File: src/rtl/elfs_defines.vh
// Purpose: Constants for the ECG lead formation and select block
// Assumes: Included by bare name; definitions only
// Notes:   Mode code is {frame_data_format, input_topology_sel, common_electrode_enable}
// How it works
// - With the input topology bit at 1 the channels arrive as analog leads against the averaged terminal.
// - In analog lead mode the second lead arrives inverted and is negated back in the datapath.
// - Digital lead mode forms LA-RA, LL-RA and LL-LA from electrode samples.
// - Common electrode A mode gives word 3 as chest minus the sum of the two limb leads over three.
// - Digital lead mode ignores the common-mode reference selection.
// - Digital lead mode is offered only at 2 kHz and 16 kHz; other rates raise mode_unsupported.
// - Single-ended electrode mode outputs LA, LL and RA against the selected common-mode level.
// - Common electrode B mode outputs LA, LL and the chest electrode against the common electrode.
// - The frame data format bit picks lead output at 0 and electrode output at 1.
// - The input topology bit picks single-ended inputs at 0 and differential inputs at 1.
// - The common-electrode enable bit, with the other two, picks one of the five modes.
// - At 128 kHz only analog lead mode gives lead output; the code sets mode_unsupported only for digital lead mode there, not CE A.
// - The internal reference level is subtracted from every channel sample before the mode arithmetic.
`ifndef ELFS_DEFINES_VH
`define ELFS_DEFINES_VH
`define ELFS_MODE_ANALOG_LEAD 3'h2
`define ELFS_MODE_DIGITAL_LEAD 3'h0
`define ELFS_MODE_CE_A 3'h1
`define ELFS_MODE_SE_ELECTRODE 3'h4
`define ELFS_MODE_CE_B 3'h5
`define ELFS_RATE_2K 2'h0
`define ELFS_RATE_16K 2'h1
`define ELFS_RATE_128K 2'h2
`define ELFS_DATA_W 24
`define ELFS_FIFO_DEPTH 8
`endif

File: src/rtl/elfs_fifo.v
// Purpose: Small synchronous FIFO for output frames
// Assumes: One clock, active-low synchronous-domain reset copy
// Notes:   Read data come from a register; full and empty are exact
`timescale 1ns/1ns
`default_nettype none
module elfs_fifo #(
  parameter WIDTH = 72,
  parameter DEPTH = 8,
  parameter AW    = 3
) (
  input  wire             clk,
  input  wire             rst_n,
  input  wire             in_valid,
  output wire             in_ready,
  input  wire [WIDTH-1:0] in_data,
  output wire             out_valid,
  input  wire             out_ready,
  output reg  [WIDTH-1:0] out_data
);
  reg [WIDTH-1:0] mem [0:DEPTH-1];
  reg [AW-1:0]    wr_ptr_reg;
  reg [AW-1:0]    rd_ptr_reg;
  reg [AW:0]      count_reg;
  reg             out_valid_reg;
  wire            push;
  wire            pop_mem;
  // Output register refills when empty or being drained
  assign pop_mem   = (count_reg != {(AW+1){1'b0}}) && (!out_valid_reg || out_ready);
  assign in_ready  = (count_reg != DEPTH[AW:0]);
  assign push      = in_valid && in_ready;
  assign out_valid = out_valid_reg;
  always @(posedge clk) begin
    if (push) begin
      mem[wr_ptr_reg] <= in_data;
    end
    if (pop_mem) begin
      out_data <= mem[rd_ptr_reg];
    end
  end
  always @(posedge clk or negedge rst_n) begin
    if (!rst_n) begin
      wr_ptr_reg    <= {AW{1'b0}};
      rd_ptr_reg    <= {AW{1'b0}};
      count_reg     <= {(AW+1){1'b0}};
      out_valid_reg <= 1'b0;
    end else begin
      if (push) begin
        wr_ptr_reg <= (wr_ptr_reg == DEPTH[AW-1:0] - 1'b1) ? {AW{1'b0}} : wr_ptr_reg + 1'b1;
      end
      if (pop_mem) begin
        rd_ptr_reg <= (rd_ptr_reg == DEPTH[AW-1:0] - 1'b1) ? {AW{1'b0}} : rd_ptr_reg + 1'b1;
      end
      if (push && !pop_mem) begin
        count_reg <= count_reg + 1'b1;
      end else if (!push && pop_mem) begin
        count_reg <= count_reg - 1'b1;
      end
      if (pop_mem) begin
        out_valid_reg <= 1'b1;
      end else if (out_ready) begin
        out_valid_reg <= 1'b0;
      end
    end
  end
endmodule
`default_nettype wire

File: src/rtl/elfs_lead_select.v
// Purpose: Forms the three frame data words from the ECG channel samples per mode
// Assumes: Samples are signed, synchronous to clk_sys, one set per sample_valid
// Notes:   One-stage pipeline into a FIFO of 8 entries plus its output register; back-pressure via sample_ready
`timescale 1ns/1ns
`default_nettype none
`include "elfs_defines.vh"
module elfs_lead_select #(
  parameter DW    = `ELFS_DATA_W,
  parameter DEPTH = `ELFS_FIFO_DEPTH
) (
  input  wire          clk_sys,
  input  wire          arst_n,
  input  wire          frame_data_format,
  input  wire          input_topology_sel,
  input  wire          common_electrode_enable,
  input  wire [1:0]    data_rate_sel,
  input  wire [5:0]    common_mode_ref_sel,
  input  wire [DW-1:0] internal_cm_reference,
  input  wire          sample_valid,
  output wire          sample_ready,
  input  wire [DW-1:0] ch1_sample,
  input  wire [DW-1:0] ch2_sample,
  input  wire [DW-1:0] ch3_sample,
  output reg  [5:0]    cm_select_applied,
  output reg           mode_unsupported,
  output wire          frame_valid,
  input  wire          frame_ready,
  output wire [DW-1:0] word1,
  output wire [DW-1:0] word2,
  output wire [DW-1:0] word3
);
  reg              rst_meta_reg;
  reg              rst_sync_reg;
  wire             rst_n;
  wire [2:0]       mode;
  reg              stage_valid_reg;
  reg  [DW-1:0]    w1_reg;
  reg  [DW-1:0]    w2_reg;
  reg  [DW-1:0]    w3_reg;
  reg  [DW-1:0]    w1_next;
  reg  [DW-1:0]    w2_next;
  reg  [DW-1:0]    w3_next;
  reg              bad_next;
  wire [DW-1:0]    s1;
  wire [DW-1:0]    s2;
  wire [DW-1:0]    s3;
  wire             fifo_in_ready;
  wire [3*DW-1:0]  fifo_out;
  wire             advance;
  localparam       AW = $clog2(DEPTH);
  wire             digital_lead;
  wire             rate_ok;
  wire [DW-1:0]    lead_i;
  wire [DW-1:0]    lead_ii;
  wire [DW-1:0]    lead_iii;
  wire [DW-1:0]    lead_ii_fixed;
  wire [DW-1:0]    limb_sum;
  wire [DW-1:0]    ct_third;
  wire [DW-1:0]    chest_vs_ct;

  // Zero-reference a sample against the internal reference level
  function [DW-1:0] zref;
    input [DW-1:0] x;
    input [DW-1:0] r;
    begin
      zref = x - r;
    end
  endfunction

  // Signed divide by three, used for the central terminal correction
  function [DW-1:0] div3;
    input [DW-1:0] x;
    begin
      div3 = $signed(x) / $signed({{(DW-2){1'b0}}, 2'b11});
    end
  endfunction

  // True for the one mode that computes leads in the core
  function is_digital_lead;
    input [2:0] m;
    begin
      is_digital_lead = (m == `ELFS_MODE_DIGITAL_LEAD);
    end
  endfunction

  // Lead arithmetic exists only at the two slower output rates
  function rate_allows_digital;
    input [1:0] rate;
    begin
      rate_allows_digital = (rate == `ELFS_RATE_2K) || (rate == `ELFS_RATE_16K);
    end
  endfunction

  // True for the five codes that name a real input arrangement
  function mode_defined;
    input [2:0] m;
    begin
      case (m)
        `ELFS_MODE_ANALOG_LEAD:  mode_defined = 1'b1;
        `ELFS_MODE_DIGITAL_LEAD: mode_defined = 1'b1;
        `ELFS_MODE_CE_A:         mode_defined = 1'b1;
        `ELFS_MODE_SE_ELECTRODE: mode_defined = 1'b1;
        `ELFS_MODE_CE_B:         mode_defined = 1'b1;
        default:                 mode_defined = 1'b0;
      endcase
    end
  endfunction

  // Reset enters at once and leaves two edges after the pin rises
  always @(posedge clk_sys or negedge arst_n) begin
    if (!arst_n) begin
      rst_meta_reg <= 1'b0;
      rst_sync_reg <= 1'b0;
    end else begin
      rst_meta_reg <= 1'b1;
      rst_sync_reg <= rst_meta_reg;
    end
  end
  assign rst_n = rst_sync_reg;

  assign mode = {frame_data_format, input_topology_sel, common_electrode_enable};
  assign advance      = !stage_valid_reg || fifo_in_ready;
  assign sample_ready = advance;

  assign s1 = zref(ch1_sample, internal_cm_reference);
  assign s2 = zref(ch2_sample, internal_cm_reference);
  assign s3 = zref(ch3_sample, internal_cm_reference);

  // Lead arithmetic on the zero-referenced samples
  assign digital_lead  = is_digital_lead(mode);
  assign rate_ok       = rate_allows_digital(data_rate_sel);
  assign lead_i        = s1 - s3;
  assign lead_ii       = s2 - s3;
  assign lead_iii      = s2 - s1;
  assign lead_ii_fixed = {DW{1'b0}} - s2;
  assign limb_sum      = s1 + s2;
  assign ct_third      = div3(limb_sum);
  assign chest_vs_ct   = s3 - ct_third;

  // Channel meaning per mode: analog lead gives leads I, -II, III;
  // single-ended and CE modes give LA, LL, RA/chest against their reference
  always @* begin
    w1_next  = {DW{1'b0}};
    w2_next  = {DW{1'b0}};
    w3_next  = {DW{1'b0}};
    bad_next = !mode_defined(mode);
    case (mode)
      `ELFS_MODE_ANALOG_LEAD: begin
        w1_next = s1;
        w2_next = lead_ii_fixed;
        w3_next = s3;
      end
      `ELFS_MODE_DIGITAL_LEAD: begin
        w1_next  = lead_i;
        w2_next  = lead_ii;
        w3_next  = lead_iii;
        bad_next = !rate_ok;
      end
      `ELFS_MODE_CE_A: begin
        w1_next = s1;
        w2_next = s2;
        w3_next = chest_vs_ct;
      end
      `ELFS_MODE_SE_ELECTRODE: begin
        w1_next = s1;
        w2_next = s2;
        w3_next = s3;
      end
      `ELFS_MODE_CE_B: begin
        w1_next = s1;
        w2_next = s2;
        w3_next = s3;
      end
      default: begin
        w1_next = {DW{1'b0}};
        w2_next = {DW{1'b0}};
        w3_next = {DW{1'b0}};
      end
    endcase
  end

  always @(posedge clk_sys or negedge rst_n) begin
    if (!rst_n) begin
      stage_valid_reg   <= 1'b0;
      w1_reg            <= {DW{1'b0}};
      w2_reg            <= {DW{1'b0}};
      w3_reg            <= {DW{1'b0}};
      mode_unsupported  <= 1'b0;
      cm_select_applied <= 6'h00;
    end else begin
      mode_unsupported  <= bad_next;
      // Common-mode selection is forced off in digital lead mode
      cm_select_applied <= digital_lead ? 6'h00 : common_mode_ref_sel;
      if (advance) begin
        stage_valid_reg <= sample_valid;
        if (sample_valid) begin
          w1_reg <= w1_next;
          w2_reg <= w2_next;
          w3_reg <= w3_next;
        end
      end
    end
  end

  // Stage plus FIFO hold up to ten frames before sample_ready drops
  elfs_fifo #(
    .WIDTH (3*DW),
    .DEPTH (DEPTH),
    .AW    (AW)
  ) u_fifo (
    .clk       (clk_sys),
    .rst_n     (rst_n),
    .in_valid  (stage_valid_reg),
    .in_ready  (fifo_in_ready),
    .in_data   ({w3_reg, w2_reg, w1_reg}),
    .out_valid (frame_valid),
    .out_ready (frame_ready),
    .out_data  (fifo_out)
  );

  assign word1 = fifo_out[DW-1:0];
  assign word2 = fifo_out[2*DW-1:DW];
  assign word3 = fifo_out[3*DW-1:2*DW];
endmodule
`default_nettype wire

File: config.mk
export PLATFORM = sky130hd
export DESIGN_NAME = elfs_lead_select
export DESIGN_NICKNAME = d
export VERILOG_FILES = /design/src/rtl/elfs_fifo.v /design/src/rtl/elfs_lead_select.v
export VERILOG_INCLUDE_DIRS = /design/src /design/src/rtl
export SDC_FILE = /design/constraint.sdc
export NUM_CORES = 1
export LEC_CHECK = 0
export BUFFER_PORTS_ARGS = -buffer_cell sky130_fd_sc_hd__buf_2
export CAP_MARGIN = 15
export CELL_PAD_IN_SITES_DETAIL_PLACEMENT = 1
export CELL_PAD_IN_SITES_GLOBAL_PLACEMENT = 2
export CORE_MARGIN = 2
export CORE_UTILIZATION = 45
export CTS_BUF_LIST = sky130_fd_sc_hd__clkbuf_8
export DETAILED_ROUTE_END_ITERATION = 12
export PLACE_DENSITY = 0.92
export SYNTH_ARGS = -nofsm -noshare
export SYNTH_HDL_FRONTEND = slang
export SYNTH_SLANG_ARGS = --single-unit
File: constraint.sdc
create_clock -name clk_sys -period 3.4 [get_ports clk_sys]
set_input_delay 0.68 -clock clk_sys [delete_from_list [all_inputs] [get_ports clk_sys]]
set_output_delay 0.68 -clock clk_sys [all_outputs]
set_load 0.005 [all_outputs]
==> impl_metrics.ini <==
[status]
status = finished with violations
violations = setup timing

[synthesis]
synthArstFlopShare_pct = 12.55
synth_seq_cells = 741
syn_nets = 3579
synth_top_area_cell = edfxtp_1
syn_area_per_cell_um2 = 12.53
yosys_warnings = 0
syn_area_um2 = 41010
synth_top_area_share_pct = 47.45
synth_cell_type_count = 118
ys_seq_area_share_pct = 53.12
synth_cells = 3272
synth_edf_count = 648
synth_ff_type = edfxtp_1
synthTopCellsByArea = edfxtp_1 47%, mux4_2 7.9%, ha_1 5.7%

[cells_and_area]
drive_gt1_share_pct = 41.36
layout-area-overhead-vs-synth_pct = 32.03
final_util_pct = 60.07
num-fill-cells = 9140
ff_latch_area_um2 = 21800
final_cells = 5641
top_register = u_fifo.mem
layout.nets = 4686
reg_top3 = u_fifo.mem x576, u_fifo.out_data x72
largest_register_ff_count = 576
layout_commonest_cell = buf_4
final_cell_mix = 917 x buf_4, 648 x edfxtp_1, 218 x nand2_1, 189 x buf_2, 178 x nor2_1
multi_input_area_um2 = 19850

[worst_setup_path]
start_kind = primary input
crit_top_cell = a21o_1
critPathSlowestCell = or4_4
crit_type = in2reg
max_stage_delay_ns = 0.58
path_max_fanout = 6
cp.required_ns = 4.03
worstSetupEndpointType = flop
cp.arrival_ns = 16.41

[grt]
grt_use_total_pct = 32.72
grt-ovfl-total = 0
grt_pass1_wl_mm = 230.6
antenna_found_initial = 10
grt_pass1_vias = 36660
grt_max_degree = 81

[sta]
worst_slew_pin_slew_ns = 1.199
tns_ns = -318.04
fin_crit_sh_pct = 464.2
drv_slew = 0
fmax_mhz = 63.36
finClkSkew_ns = 0.08537
timing_hold_violations_final = 0
relSlewSlack_pct = 20.06
grt_setup_unrepaired = true
setup_viol = 63
setup_slack_ns = -12.38
fin_crit_ns = 15.78

[floorplanning]
die-area_um2 = 93570
ios = 192
rows = 110
start_util_pct = 45.49
die_height_um = 305.9
dieWidth_um = 305.9
core-area_um2 = 90150

[drt]
via_per_inst = 6.179
wl_per_cell_um = 28.62
drc = 0
detailroute.via_count = 34860
wirelength_mm = 161.5
dr.first_iter.drc_count = 3575
antenna_left = 0
dr.pass1.iters = 6

[place]
gp_congestion = 0.9532
place_inst = 5390
place_hpwl_mm = 102.9
port_buffers = 190
post-place-ws_ns = -12.63

[job]
cap_viol_max_count = 0

[clock_network]
clock_path_buffers = 3
clock-root-buffer = clkbuf_8
htreeDepth = 3
cts_inserted_buffers = 98
clk_pin_slew_worst_paths_ns = 0.09
cts.sinks = 741
cts_tree = done
clock_latency_ns = 0.77

[worst_hold_path]
hp-class = in2reg
worst max-delay path: cells and delay by family:
family / cells / cell delay, ns
compound gates: 45 / 8.45
xor+xnor: 4 / 0.96
buf+inv: 15 / 2.00
simple gates: 15 / 2.55
fa+ha+maj: 6 / 1.71
synthesized netlist by cell type, drive strengths merged, types with 37 or more instances:
library cell,instances
xor2,92
clkbuf,98
inv,156
dfrtp,93
mux2,76
ha,187
a21o,89
o21bai,54
nor3,74
a21oi,224
o21ai,189
xnor2,142
nor2,191
edfxtp,648
mux4,144
a211oi,37
nand3,59
nand2,226
buf,37
kinds of logic (layout without fill, tap and decap cells):
kind of cell / Yosys count / after routing / synth area share (%)
adder cells (fa/ha/maj): 198 / 198 / 6.193
XOR/XNOR: 234 / 234 / 5.052
flip-flops: 741 / 741 / 53.12
AND/OR/NAND/NOR: 743 / 743 / 8.801
buffers and inverters: 291 / 1482 / 2.810
multiplexers: 228 / 228 / 10.19
other: 1 / 3 / 0.009143
AO/OA/AOI/OAI: 836 / 836 / 13.83
worst paths after layout:
check / start / endpoint / slack [ns] / depth (start not counted)
min in group asynchronous: arst_n / rst_n / 0.24 / 2
max reg2reg: u_fifo.count_reg[0] / u_fifo.count_reg[3] / 0.74 / 11
min: frame_ready / u_fifo.out_valid / 0.16 / 2
min reg2reg: rst_meta_reg / rst_n / 0.39 / 0
max: ch1_sample[0] / w3_reg[22] / -12.38 / 85
max in group asynchronous: rst_n / w1_reg[19] / 2.13 / 1
what timing repair did:
| item | 4_1_cts | 5_1_grt |
|---|---|---|
| hold endpoints to repair | 2 | 0 |
| pin swaps | 52 | 68 |
| hold buffers | 1 | 0 |
| endpoints found under the setup margin | 62 | 63 |
| resized for setup | 98 | 116 |
| setup buffers | 20 | 44 |
metrics by stage:
stage,hold slack [ns],instance area [um2]
2_1_floorplan,0.3312,41850
3_3_place_gp,0.3362,50770
3_5_place_dp,0.3457,50770
4_1_cts,0.1253,53320
5_1_grt,0.1654,54150
6_report,0.1579,54150
routing by layer:
layer / track usage, % / routed length (um)
met1: 39.16 / 58440
met2: 57.51 / 80490
met3: 5.488 / 13190
met4: 15.45 / 9246
met5: 0 / 78
layout make-up:
| class | instances | share of cell area, % |
|---|---|---|
| clock inverters | 78 | 0.9081 |
| repair buffers | 1142 | 15.66 |
| diodes | 2 | 0.009242 |
| flip-flops and latches | 741 | 40.26 |
| well taps | 1176 | 2.717 |
| clock buffers | 106 | 2.694 |
| multi-input cells | 2240 | 36.66 |
| inverters | 156 | 1.098 |
Power is left out: the tool's default activity adds up to more than one toggle a clock period on the data nets, which glitch-free logic cannot reach.
